$ cat config.mk
export PLATFORM = sky130hd
export DESIGN_NAME = ures_status
export DESIGN_NICKNAME = d
export VERILOG_FILES = /design/src/core/ures_pkg.sv /design/src/core/ures_fault_counter.sv /design/src/core/ures_status.sv
export VERILOG_INCLUDE_DIRS = /design/src /design/src/core
export SDC_FILE = /design/constraint.sdc
export NUM_CORES = 1
export LEC_CHECK = 0
export BUFFER_PORTS_ARGS = -buffer_cell sky130_fd_sc_hd__clkbuf_2
export CAP_MARGIN = 20
export CELL_PAD_IN_SITES_DETAIL_PLACEMENT = 1
export CELL_PAD_IN_SITES_GLOBAL_PLACEMENT = 1
export CORE_MARGIN = 5
export CORE_UTILIZATION = 45
export DETAILED_ROUTE_END_ITERATION = 6
export GPL_TIMING_DRIVEN = 1
export HOLD_SLACK_MARGIN = 0.1
export PLACE_DENSITY_LB_ADDON = 0.15
export SYNTH_ARGS = -nofsm -noshare
export SYNTH_HDL_FRONTEND = slang
export SYNTH_HIERARCHICAL = 1
export SYNTH_SLANG_ARGS = --single-unit
export TNS_END_PERCENT = 30
$ cat constraint.sdc
create_clock -name clock -period 3 [get_ports clock]
set_input_delay 0.75 -clock clock [delete_from_list [all_inputs] [get_ports clock]]
set_output_delay 0.75 -clock clock [all_outputs]
set_load 0.1 [all_outputs]
$ cat src/core/ures_params.svh
// Offsets, field positions, reset values and timing counts of the receive status block.
// Assumes a Wishbone byte address whose low two bits are zero.
`ifndef URES_PARAMS_SVH
`define URES_PARAMS_SVH

`define URES_ADR_STATUS     8'h00
`define URES_ADR_MODE       8'h04
`define URES_ADR_RXDATA     8'h08
`define URES_ADR_CONTROL    8'h0c
`define URES_ADR_IRQ_STATUS 8'h10
`define URES_ADR_IRQ_MASK   8'h14
`define URES_ADR_LEVEL      8'h18

`define URES_STATUS_RESET   16'h0060
`define URES_FLAG_MASK      8'hf3
`define URES_PE_CNT_LSB     12
`define URES_FE_CNT_LSB     8
`define URES_BIT_RX_FAULT   7
`define URES_BIT_HEAD_FE    3
`define URES_BIT_HEAD_PE    2

`define URES_MODE_RX_ON     0
`define URES_MODE_PAR_ON    1
`define URES_MODE_PAR_ODD   2
`define URES_MODE_TWO_STOP  3
`define URES_MODE_RESET     4'h0

`define URES_CTRL_FIFO_RST  0
`define URES_IRQ_FAULT      0
`define URES_IRQ_CHAR       1
`define URES_IRQ_OVERRUN    2

`define URES_TICK_DIV       68
`define URES_TICKS_PER_BIT  16
`define URES_START_CHECK    7

`endif

$ cat src/core/ures_pkg.sv
// Types shared by the receive status block.
// Assumes nothing of its surroundings.
package ures_pkg;

  typedef enum logic [2:0] {
    RX_IDLE,
    RX_START,
    RX_DATA,
    RX_PARITY,
    RX_STOP1,
    RX_STOP2
  } ures_rx_state_type;

endpackage : ures_pkg

$ cat src/core/ures_fault_counter.sv
// Count of errored entries held in the receive FIFO.
// Assumes inc and dec are single-cycle pulses on clock.
`timescale 1ns/100ps

module ures_fault_counter #(
  parameter int WIDTH = 4
) (
  input  wire logic             clock,
  input  wire logic             rst_n,
  input  wire logic             clear,
  input  wire logic             inc,
  input  wire logic             dec,
  output      logic [WIDTH-1:0] count
);

  logic [WIDTH-1:0] countQ;

  // Wraps modulo 2**WIDTH, so a full FIFO of errors reads zero
  always_ff @(posedge clock or negedge rst_n) begin
    if (!rst_n) begin
      countQ <= '0;
    end else if (clear) begin
      countQ <= '0;
    end else if (inc && !dec) begin
      countQ <= countQ + WIDTH'(1);
    end else if (dec && !inc) begin
      countQ <= countQ - WIDTH'(1);
    end
  end

  assign count = countQ;
endmodule : ures_fault_counter

$ cat src/core/ures_status.sv
// Receive path, 16-entry receive FIFO, status flags and error counts of a serial port.
// Assumes a classic Wishbone master on clock; rxPin is asynchronous; flag set inputs are same-clock pulses.
//
// Decided for this implementation: register access over Wishbone and the register addresses.
`timescale 1ns/100ps
`include "ures_params.svh"

// Behaviour
// - Status register is 16 bits: error counts high byte, state flags low byte.
// - Writing 1 to any status flag never sets it.
// - A flag clears on writing 0 only after software read it as 1.
// - Head-entry framing and parity bits are read-only.
// - Reset loads the status register with 0060 hex.
// - Bits 15..12 count FIFO entries received with parity error.
// - Parity count reads zero when all sixteen entries are errored.
// - Bits 11..8 count FIFO entries received with framing error.
// - Framing count reads zero when all sixteen entries are errored.
// - A low first stop bit sets the receive-fault flag.
// - Parity mismatch with parity enabled sets the receive-fault flag.
// - Turning the receiver off leaves the receive-fault flag unchanged.
// - Errored characters still enter the FIFO and reception continues.
// - With two stop bits only the first is checked.
// - Disabling the receiver preserves all receive-side flags.
module ures_status #(
  parameter int DEPTH    = 16,
  parameter int TICK_DIV = `URES_TICK_DIV
) (
  input  wire logic        clock,
  input  wire logic        rst_n,
  input  wire logic        cyc_i,
  input  wire logic        stb_i,
  input  wire logic        we_i,
  input  wire logic [7:0]  adr_i,
  input  wire logic [3:0]  sel_i,
  input  wire logic [31:0] dat_i,
  output      logic [31:0] dat_o,
  output      logic        ack_o,
  input  wire logic        rxPin,
  input  wire logic        txDoneSet,
  input  wire logic        txFifoLowSet,
  input  wire logic        lineBreakSet,
  input  wire logic        rxFifoFullSet,
  input  wire logic        rxDataIdleSet,
  output      logic        irq
);

  import ures_pkg::*;

  localparam int PTR_W = $clog2(DEPTH);
  localparam int LVL_W = PTR_W + 1;
  localparam logic [LVL_W-1:0] FULL_LVL = LVL_W'(DEPTH);

  ures_rx_state_type rxState_q;
  logic [1:0]        rxSync_q;
  logic [15:0]       tickCnt_q;
  logic              tick;
  logic [3:0]        subCnt_q;
  logic [2:0]        bitIdx_q;
  logic [7:0]        shift_q;
  logic              parBit_q;
  logic [3:0]        mode_q;
  logic              rxBit;
  logic              sampleNow;
  logic              charDone;
  logic              frameErr;
  logic              parityErr;
  logic [9:0]        mem [DEPTH];
  logic [PTR_W-1:0]  wrPtr_q;
  logic [PTR_W-1:0]  rdPtr_q;
  logic [LVL_W-1:0]  level_q;
  logic              push;
  logic              pop;
  logic              fifoReset;
  logic              headFe;
  logic              headPe;
  logic [3:0]        peCount;
  logic [3:0]        feCount;
  logic [7:0]        flag_q;
  logic [7:0]        arm_q;
  logic [7:0]        flagSet;
  logic [15:0]       statusValue;
  logic              ack_q;
  logic [31:0]       dat_q;
  logic              accept;
  logic              wrStatus;
  logic              rdStatus;
  logic [2:0]        irqStatus_q;
  logic [2:0]        irqMask_q;
  logic [2:0]        irqEvent;

  ////////////////////////////////////////////////////////////////////////////
  // Pin synchroniser and bit-rate divider

  always_ff @(posedge clock or negedge rst_n) begin
    if (!rst_n) begin
      rxSync_q <= 2'h3;
    end else begin
      rxSync_q <= {rxSync_q[0], rxPin};
    end
  end

  assign rxBit = rxSync_q[1];

  always_ff @(posedge clock or negedge rst_n) begin
    if (!rst_n) begin
      tickCnt_q <= 16'h0000;
    end else if (tickCnt_q == 16'(TICK_DIV - 1)) begin
      tickCnt_q <= 16'h0000;
    end else begin
      tickCnt_q <= tickCnt_q + 16'h0001;
    end
  end

  assign tick      = (tickCnt_q == 16'(TICK_DIV - 1));
  assign sampleNow = tick && (subCnt_q == 4'(`URES_TICKS_PER_BIT - 1));

  ////////////////////////////////////////////////////////////////////////////
  // Receiver

  always_ff @(posedge clock or negedge rst_n) begin
    if (!rst_n) begin
      rxState_q <= RX_IDLE;
    end else if (!mode_q[`URES_MODE_RX_ON]) begin
      rxState_q <= RX_IDLE;
    end else begin
      case (rxState_q)
        RX_IDLE: begin
          if (!rxBit) rxState_q <= RX_START;
        end
        RX_START: begin
          if (tick && subCnt_q == 4'(`URES_START_CHECK)) rxState_q <= rxBit ? RX_IDLE : RX_DATA;
        end
        RX_DATA: begin
          if (sampleNow && bitIdx_q == 3'h7) begin
            rxState_q <= mode_q[`URES_MODE_PAR_ON] ? RX_PARITY : RX_STOP1;
          end
        end
        RX_PARITY: begin
          if (sampleNow) rxState_q <= RX_STOP1;
        end
        RX_STOP1: begin
          if (sampleNow) rxState_q <= mode_q[`URES_MODE_TWO_STOP] ? RX_STOP2 : RX_IDLE;
        end
        RX_STOP2: begin
          if (sampleNow) rxState_q <= RX_IDLE;
        end
        default: rxState_q <= RX_IDLE;
      endcase
    end
  end

  always_ff @(posedge clock or negedge rst_n) begin
    if (!rst_n) begin
      subCnt_q <= 4'h0;
    end else if (rxState_q == RX_IDLE) begin
      subCnt_q <= 4'h0;
    end else if (tick) begin
      if (rxState_q == RX_START && subCnt_q == 4'(`URES_START_CHECK)) begin
        subCnt_q <= 4'h0;
      end else begin
        subCnt_q <= subCnt_q + 4'h1;
      end
    end
  end

  always_ff @(posedge clock or negedge rst_n) begin
    if (!rst_n) begin
      bitIdx_q <= 3'h0;
      shift_q  <= 8'h00;
    end else if (rxState_q == RX_START) begin
      bitIdx_q <= 3'h0;
    end else if (rxState_q == RX_DATA && sampleNow) begin
      bitIdx_q <= bitIdx_q + 3'h1;
      shift_q  <= {rxBit, shift_q[7:1]};
    end
  end

  always_ff @(posedge clock or negedge rst_n) begin
    if (!rst_n) begin
      parBit_q <= 1'b0;
    end else if (rxState_q == RX_PARITY && sampleNow) begin
      parBit_q <= rxBit;
    end
  end

  assign charDone  = (rxState_q == RX_STOP1) && sampleNow && mode_q[`URES_MODE_RX_ON];
  assign frameErr  = !rxBit;
  assign parityErr = mode_q[`URES_MODE_PAR_ON] && ((^{shift_q, parBit_q}) != mode_q[`URES_MODE_PAR_ODD]);

  ////////////////////////////////////////////////////////////////////////////
  // Receive FIFO with per-entry error bits

  assign push = charDone && (level_q != FULL_LVL) && !fifoReset;
  assign pop  = accept && !we_i && adr_i == `URES_ADR_RXDATA && level_q != '0 && !fifoReset;

  always_ff @(posedge clock) begin
    if (push) mem[wrPtr_q] <= {parityErr, frameErr, shift_q};
  end

  always_ff @(posedge clock or negedge rst_n) begin
    if (!rst_n) begin
      wrPtr_q <= '0;
      rdPtr_q <= '0;
      level_q <= '0;
    end else if (fifoReset) begin
      wrPtr_q <= '0;
      rdPtr_q <= '0;
      level_q <= '0;
    end else begin
      if (push) wrPtr_q <= wrPtr_q + PTR_W'(1);
      if (pop) rdPtr_q <= rdPtr_q + PTR_W'(1);
      if (push && !pop) level_q <= level_q + LVL_W'(1);
      if (pop && !push) level_q <= level_q - LVL_W'(1);
    end
  end

  assign headFe = (level_q != '0) && mem[rdPtr_q][8];
  assign headPe = (level_q != '0) && mem[rdPtr_q][9];

  ures_fault_counter #(.WIDTH(4)) uParityCount (
    .clock (clock),
    .rst_n (rst_n),
    .clear (fifoReset),
    .inc   (push && parityErr),
    .dec   (pop && headPe),
    .count (peCount)
  );

  ures_fault_counter #(.WIDTH(4)) uFrameCount (
    .clock (clock),
    .rst_n (rst_n),
    .clear (fifoReset),
    .inc   (push && frameErr),
    .dec   (pop && headFe),
    .count (feCount)
  );

  ////////////////////////////////////////////////////////////////////////////
  // Status flags with read-then-write-0 clearing

  assign flagSet = {charDone && (frameErr || parityErr), txDoneSet, txFifoLowSet, lineBreakSet,
                    2'b00, rxFifoFullSet, rxDataIdleSet};

  for (genvar i = 0; i < 8; i++) begin : gFlag
    if ((8'(1 << i) & `URES_FLAG_MASK) != 8'h00) begin : gRw
      always_ff @(posedge clock or negedge rst_n) begin
        if (!rst_n) begin
          flag_q[i] <= 1'(`URES_STATUS_RESET >> i);
        end else if (flagSet[i]) begin
          flag_q[i] <= 1'b1;
        end else if (wrStatus && !dat_i[i] && arm_q[i]) begin
          flag_q[i] <= 1'b0;
        end
      end
      always_ff @(posedge clock or negedge rst_n) begin
        if (!rst_n) begin
          arm_q[i] <= 1'b0;
        end else if (flagSet[i] || !flag_q[i]) begin
          arm_q[i] <= 1'b0;
        end else if (wrStatus && !dat_i[i]) begin
          arm_q[i] <= 1'b0;
        end else if (rdStatus) begin
          arm_q[i] <= 1'b1;
        end
      end
    end else begin : gRo
      always_ff @(posedge clock or negedge rst_n) begin
        if (!rst_n) begin
          flag_q[i] <= 1'b0;
          arm_q[i]  <= 1'b0;
        end else begin
          flag_q[i] <= 1'b0;
          arm_q[i]  <= 1'b0;
        end
      end
    end
  end

  assign statusValue = {peCount, feCount, flag_q[7:4], headFe, headPe, flag_q[1:0]};

  ////////////////////////////////////////////////////////////////////////////
  // Wishbone slave

  assign accept    = cyc_i && stb_i && !ack_q;
  assign wrStatus  = accept && we_i && sel_i[0] && adr_i == `URES_ADR_STATUS;
  assign rdStatus  = accept && !we_i && adr_i == `URES_ADR_STATUS;
  assign fifoReset = accept && we_i && sel_i[0] && adr_i == `URES_ADR_CONTROL && dat_i[`URES_CTRL_FIFO_RST];

  always_ff @(posedge clock or negedge rst_n) begin
    if (!rst_n) begin
      ack_q <= 1'b0;
    end else begin
      ack_q <= accept;
    end
  end

  always_ff @(posedge clock or negedge rst_n) begin
    if (!rst_n) begin
      dat_q <= 32'h00000000;
    end else if (accept && !we_i) begin
      if (adr_i == `URES_ADR_STATUS) begin
        dat_q <= {16'h0000, statusValue};
      end else if (adr_i == `URES_ADR_MODE) begin
        dat_q <= {28'h0000000, mode_q};
      end else if (adr_i == `URES_ADR_RXDATA) begin
        dat_q <= {24'h000000, (level_q != '0) ? mem[rdPtr_q][7:0] : 8'h00};
      end else if (adr_i == `URES_ADR_IRQ_STATUS) begin
        dat_q <= {29'h00000000, irqStatus_q};
      end else if (adr_i == `URES_ADR_IRQ_MASK) begin
        dat_q <= {29'h00000000, irqMask_q};
      end else if (adr_i == `URES_ADR_LEVEL) begin
        dat_q <= {{(32 - LVL_W){1'b0}}, level_q};
      end else begin
        dat_q <= 32'h00000000;
      end
    end
  end

  assign ack_o = ack_q;
  assign dat_o = dat_q;

  always_ff @(posedge clock or negedge rst_n) begin
    if (!rst_n) begin
      mode_q <= `URES_MODE_RESET;
    end else if (accept && we_i && sel_i[0] && adr_i == `URES_ADR_MODE) begin
      mode_q <= dat_i[3:0];
    end
  end

  ////////////////////////////////////////////////////////////////////////////
  // Interrupts

  assign irqEvent = {charDone && !push, push, flagSet[`URES_BIT_RX_FAULT]};

  always_ff @(posedge clock or negedge rst_n) begin
    if (!rst_n) begin
      irqStatus_q <= 3'h0;
    end else if (accept && we_i && sel_i[0] && adr_i == `URES_ADR_IRQ_STATUS) begin
      irqStatus_q <= (irqStatus_q & ~dat_i[2:0]) | irqEvent;
    end else begin
      irqStatus_q <= irqStatus_q | irqEvent;
    end
  end

  always_ff @(posedge clock or negedge rst_n) begin
    if (!rst_n) begin
      irqMask_q <= 3'h0;
    end else if (accept && we_i && sel_i[0] && adr_i == `URES_ADR_IRQ_MASK) begin
      irqMask_q <= dat_i[2:0];
    end
  end

  assign irq = |(irqStatus_q & irqMask_q);
endmodule : ures_status

* Word-level counts from Yosys, hierarchy flattened
Memory sizes are Yosys's and may differ from the RTL's.
Index checks and enable logic that the tools add are counted.
** Cells by class
- Add/subtract/negate cells :: 11
- Equality and inequality tests :: 23
- Multiplexer cells :: 65
- Bitwise operators :: 6
- Reduce and logical (&&, ||, !) cells :: 107
** Operators by type and width (count)
- $mux 32 :: 5
- $logic_and 1x1->1 :: 52
- $mux 4 :: 13
- $mux 3 :: 12
- $mux 1 :: 27
- $reduce_bool 3->1 :: 9
- $eq 8x5->1 const B :: 3
- $logic_not 1->1 :: 22
- $add 4x1->4 const B :: 5
- $mux 5 :: 4
- $reduce_bool 2->1 :: 10
- $ne 3x3->1 const B :: 6
- $pmux 3 s6 :: 1
- $add 16x1->16 const B :: 1
- $eq 16x7->1 const B :: 1
- $eq 8x4->1 const B :: 2
- $mux 16 :: 1
- $eq 3x3->1 const B :: 3
- $reduce_xor 9->1 :: 1
- $eq 8x3->1 const B :: 1
- $logic_not 8->1 :: 1
- $mux 8 :: 1
- $sub 4x1->4 const B :: 2
- $logic_or 1x1->1 :: 7
- 19 further kinds :: 22
** Word-level totals
- Bits in registers :: 113
- Memory bits (writable) :: 160
- Input bits :: 55
- Output and inout bits :: 34
- Logic and storage cells :: 242
- Memories :: 1
** Memory list
- mem :: depth 16, bits a word 10, rd ports 1, clocked after memory_dff 0, wr ports 1, line ures_status.sv:67 : logic [9:0] mem [DEPTH];

* Logic depth before layout (Yosys ltp)
- Word-level depth :: 14
- Depth in mapped cells :: 14
- Gate-level depth less buffers :: 12

* By module
The synthesis kept the hierarchy.
** By module, submodules not included
- ures_status :: times used 1, cells an instance 793, area each 11023.1 µm², sequential area each 7036.7 µm²
- ures_fault_counter at uParityCount :: times used 1, cells an instance 30, area each 306.5 µm², sequential area each 100.1 µm²
- ures_fault_counter at uFrameCount :: times used 1, cells an instance 30, area each 302.8 µm², sequential area each 100.1 µm²

* Worst setup path before layout
Ideal clock, no wire load.
- Kind :: input to register
- Start :: input port adr_i[5]
- End :: register uFrameCount.countQ[3] (netlist: uFrameCount/count[3])
- Library setup time :: 139 ps
- Arrival :: 3322 ps
- Required time :: 2861 ps
- Slack :: -461 ps
- Stages :: 10
- Buffers on the path :: 1
- Cell sequence :: or4_4 > or4_4 > buf_6 > nand2_4 > nor2_1 > nand2b_1 > ha_1 > a21oi_2 > a2111oi_0 > or4_1
** Between the ends
- Word-level cells in the longest chain between the ends :: 10
- Elaborated cells between the ends (all ways) :: 18
- Classes of those cells :: eq/ne: 2; mux: 2; reduce/logical: 14
** Ends and longest elaborated chain
- from (decl) :: line ures_status.sv:33 : input wire logic [7:0] adr_i,
- $eq 8x4->1 (no line)
- $logic_and 1x1->1 (no line)
- $logic_and 1x1->1 :: line ures_status.sv:287 : assign fifoReset = accept && we_i && sel_i[0] && adr_i == `URES_ADR_CONTROL && dat_i[`URES_CTRL_FIFO_RST];
- $logic_not 1->1 :: line ures_status.sv:193, ures_status.sv:194
- $logic_and 1x1->1 :: line ures_status.sv:194 : assign pop = accept && !we_i && adr_i == `URES_ADR_RXDATA && level_q != '0 && !fifoReset;
- $logic_and 1x1->1 :: line ures_status.sv:234 : .dec (pop && headFe),
- $logic_not 1->1 :: line ures_fault_counter.sv:24 : end else if (inc && !dec) begin
- $logic_and 1x1->1 :: line ures_fault_counter.sv:24
- $mux 4 :: line ures_fault_counter.sv:24
- $mux 4 :: line ures_fault_counter.sv:22 : end else if (clear) begin
- to (signal assigned) :: line ures_fault_counter.sv:25 : countQ <= countQ + WIDTH'(1);
- to (signal assigned) :: line ures_fault_counter.sv:27 : countQ <= countQ - WIDTH'(1);
- to (decl) :: line ures_fault_counter.sv:16 : logic [WIDTH-1:0] countQ;
Parallel ways exist; a longest one is shown, timed or not.
A chain may end at the register's enable or synchronous reset.

* Worst setup path after layout
- Start :: register rdPtr_q[1]
- End :: register uParityCount.countQ[3] (netlist: uParityCount/count[3])
** Between the ends
- Word-level cells in the longest chain between the ends :: 7
- Elaborated cells between the ends (all ways) :: 9
- Classes of those cells :: mux: 2; reduce/logical: 6; memory: 1
** Ends and longest elaborated chain
- from (decl) :: line ures_status.sv:69 : logic [PTR_W-1:0] rdPtr_q;
- from (signal assigned) :: line ures_status.sv:211 : if (pop) rdPtr_q <= rdPtr_q + PTR_W'(1);
- $mem_v2 16x10 *
- $logic_and 1x1->1 * :: line ures_status.sv:218 : assign headPe = (level_q != '0) && mem[rdPtr_q][9];
- $logic_and 1x1->1 * :: line ures_status.sv:225 : .dec (pop && headPe),
- $logic_not 1->1 :: line ures_fault_counter.sv:24
- $logic_and 1x1->1 :: line ures_fault_counter.sv:24
- $mux 4 :: line ures_fault_counter.sv:24
- $mux 4 :: line ures_fault_counter.sv:22
- to (signal assigned) :: line ures_fault_counter.sv:25
- to (signal assigned) :: line ures_fault_counter.sv:27
- to (decl) :: line ures_fault_counter.sv:16
Every way passes the cells marked *; elsewhere a longest branch is shown, timed or not.

==> flow_summary_export.csv <==
group,metric,value,unit
die,die-area,0.0292,mm²
drt,first_pass_iters,5,
setup_path,path_buf_inv,0,
setup_path,cp_slowest_stage_delay,0.52,ns
cts,cts.sinks,257,
power,combPwrFrac,5.9,%
setup_path,critical_path.startpoint,"rdPtr_q[1]",
yosys,synth-seq-cells,257,
finish,multiInputGateArea,0.00426,mm²
setup_path,crit_chain,"mux2_2, or3_1, a32oi_4, or2_4, nor2_2, nand2b_4, ha_4, a21oi_2, a211oi_1, or4_1",
yosys,synth_commonest_cells,"160 x edfxtp_1, 93 x dfrtp_1, 76 x nand2_1, 65 x nor2_1, 37 x mux4_2",
power,power.density,528,mW/mm²
cts,path_clk_slew,0.06,ns
yosys,yosysWarnings,6,
sta,slew_violations,0,
power,p_seq_share,50.4,%
drt,drt_iter0_drc,658,
status,violations,"negative setup slack",
placed_design,dpl.hpwl,21.2,mm
hold_path,hold_path.class,"in -> async",
sta,layout_setup_ws,-0.0668,ns
setup_path,timing.rr.end,"uParityCount/count[3]",
setup_path,cp.required,3.41,ns
job,maxCapViolations,0,
die,ios,89,
setup_path,path_delay_family,"simple AND/OR/NAND/NOR gates",
grt,globalRoute.totalOverflow,0,
setup_path,setup.worst_path.class,"reg -> reg",
placed_design,place_congestion,0.900,
drt,wl,30.2,mm
sta,fmax,326,MHz
sta,max_slew_margin,46.3,%
yosys,synth_seq_area_share,62.2,%
setup_path,reg2regPathDepth,10,
sta,min_period,3.07,ns
grt,antenna_found_initial,0,
yosys,synthesis.instances,853,
sta,hold_ws,0.182,ns
finish,nFillCells,2487,
sta,rsz0062_at_grt,"yes",
drt,via_per_inst,5.63,
grt,grt_pass1_wl,47.7,mm
power,ir_worst_vdd,0.523,mV
die,rows,58,
cts,clk_latency,0.58,ns
setup_path,arrival,3.47,ns
cts,cts_root_buffer,"clkbuf_16",
yosys,synth.avg_cell_area,13.6,µm²
yosys,synth_top_area_cell,"edfxtp_1",
sta,finClkSkew,0.0436,ns
setup_path,crit_end,"uParityCount/count[3]",
die,start_util,45.9,%
sta,finalHoldViolCount,0,
sta,worst_slew_pin_slew,0.798,ns
setup_path,worstPathMaxFanout,6,
yosys,synth.distinct_cells,80,
power,switching_power,0.00174,W
die,die_x,171,µm
drt,ant_nets,0,
sta,setup_tns,-0.101,ns
setup_path,crit_path_top_delay_cell,"or4_1",
drt,drc,0,
yosys,async_flop_share,37.7,%
setup_path,ff2ff_setup_slack,-0.07,ns
placed_design,portBuffers,45,
cts,cts_tree,"yes",
power,p_int,0.00576,W
finish,regArea,0.00724,mm²
cts,cts-buffers-inserted,28,
grt,grt_max_degree,43,
power,pwr-share-clk,43.6,%
grt,grtUsageTotal,21.1,%
cts,hold_buffers,0,
grt,grt_pass1_vias,8285,
yosys,syn-cell-area,0.0116,mm²
status,status,"finished with violations",
cts,cts_max_level,1,
finish,nets,1084,
cts,clock_path_buffers,3,
yosys,synthFlopType,"edfxtp_1",
sta,timing.final.crit_share,102,%
drt,wl_per_cell,22.2,µm
setup_path,end_kind,"flip-flop",
finish,area_growth_syn_to_layout,22.0,%
sta,setup_viol,2,
yosys,synth.most_common_cell,"edfxtp_1",
finish,diodes,0,
setup_path,cp.depth,10,
setup_path,r2r_start,"rdPtr_q[1]",
yosys,yosysTopAreaCellShare,41.3,%
die,core_area,0.0253,mm²
drt,vias,7686,
setup_path,startpoint_type,"flip-flop",
power,sw_frac_of_total,23.2,%
yosys,synth.area.top_cells,"edfxtp_1 41%, dfrtp_1 20%, mux4_2 7.2%, nand2_1 2.5%, nor2_1 2.1%",
die,die_height,171,µm
finish,drive_above_1_share,30.6,%
yosys,synth_edf_count,160,
power,power_leakage,5.89,nW
## stage by stage
| stage | cell area [µm²] | setup slack [ns] | power (W) | cells | utilization [%] |
|---|---|---|---|---|---|
| 3_3_place_gp | 13100 | -0.250 | 0.00428 | 1306 | 51.8 |
| 2_1_floorplan | 11700 | -0.163 | 0.00416 | 868 | - |
| 5_1_grt | 14200 | -0.165 | 0.00779 | 1364 | 56.0 |
| 6_report | 14200 | -0.0668 | 0.00750 | 1364 | 56.0 |
| 4_1_cts | 14200 | -0.0796 | 0.00758 | 1364 | 55.9 |
| 3_5_place_dp | 13100 | -0.318 | 0.00429 | 1306 | 51.8 |
## registers in the layout (all words and copies together) (netlist names)
signal / cells
subCnt_q: 4
irqMask_q: 3
level_q: 5
parBit_q: 1
uFrameCount/count: 4
rdPtr_q: 4
rxSync_q: 2
mem: 160
bitIdx_q: 3
dat_o: 16
mode_q: 4
ack_o: 1
flag_q: 6
rxState_q: 3
irqStatus_q: 3
wrPtr_q: 4
uParityCount/count: 4
tickCnt_q: 16
shift_q: 8
arm_q: 6
## power by group through the flow
stage	logic (W)	registers, W	clock network [W]
2_1_floorplan	0.000243	0.00391	0
3_3_place_gp	0.000427	0.00385	0
3_5_place_dp	0.000436	0.00385	0
4_1_cts	0.000443	0.00378	0.00335
5_1_grt	0.000477	0.00378	0.00353
6_report	0.000444	0.00378	0.00327
## area by class of cell
| cell class | count | area share [%] |
|---|---|---|
| clock inverter | 14 | 0.837 |
| clock buffer | 37 | 5.39 |
| tap | 330 | 2.91 |
| multi-input combinational | 539 | 30.0 |
| sequential | 257 | 51.0 |
| inverter | 24 | 0.643 |
| timing repair buffer | 163 | 9.16 |
## per-layer routing
layer / GRT usage (%) / share of wire, %
met4: 4.97 / 2.5
met3: 2.59 / 4.9
met1: 28.9 / 43
met5: 0 / 0
met2: 36.2 / 49
## how the worst min path moves through the flow
stage / start / to / slack (ns) / cells past startpoint
global placement: rxSync_q[0] / rxSync_q[1] / 0.35 / 0
CTS: rst_n / dat_o[10] / 0.18 / 1
finish: rst_n / dat_o[9] / 0.18 / 1
detailed placement: rxSync_q[0] / rxSync_q[1] / 0.36 / 0
global route: rst_n / dat_o[9] / 0.21 / 1
floorplan: rxSync_q[0] / rxSync_q[1] / 0.35 / 0
## layout by cell type, fill, tap and decap left out, types with 5 or more instances in the layout
| cell | instances |
|---|---|
| a211oi_1 | 7 |
| a21o_1 | 7 |
| a21oi_1 | 19 |
| a22oi_1 | 8 |
| and2_1 | 18 |
| and3_1 | 12 |
| buf_12 | 14 |
| buf_4 | 102 |
| clkbuf_1 | 6 |
| clkbuf_16 | 28 |
| clkbuf_2 | 44 |
| clkinv_2 | 9 |
| conb_1 | 16 |
| dfrtp_1 | 90 |
| edfxtp_1 | 160 |
| ha_1 | 11 |
| inv_1 | 20 |
| mux2_2 | 20 |
| mux2i_1 | 9 |
| mux4_2 | 37 |
| nand2_1 | 74 |
| nand2b_1 | 10 |
| nand3_1 | 23 |
| nand4_1 | 6 |
| nor2_1 | 61 |
| nor2b_1 | 6 |
| nor3_1 | 14 |
| nor4_1 | 9 |
| nor4b_1 | 6 |
| o21ai_0 | 23 |
| o31ai_1 | 5 |
| or3_1 | 7 |
| xnor2_1 | 18 |
| xor2_1 | 14 |
## kinds of logic after synthesis
family                   share of synthesized area, %
multiplexers                                     9.87
AND/OR/NAND/NOR                                  13.4
AO/OA/AOI/OAI                                    6.63
flip-flops                                       62.2
buffers and inverters                            3.25
adder cells (fa/ha/maj)                          1.85
other                                          0.0322
XOR/XNOR                                         2.75
## what timing repair did
action / CTS / global route
pin swaps: 7 / 1
endpoints found under the setup margin: 44 / 5
setup buffers: 7 / 0
gates cloned: 0 / 0
gates resized for setup: 25 / 8
(Power assumes the default switching activity.)
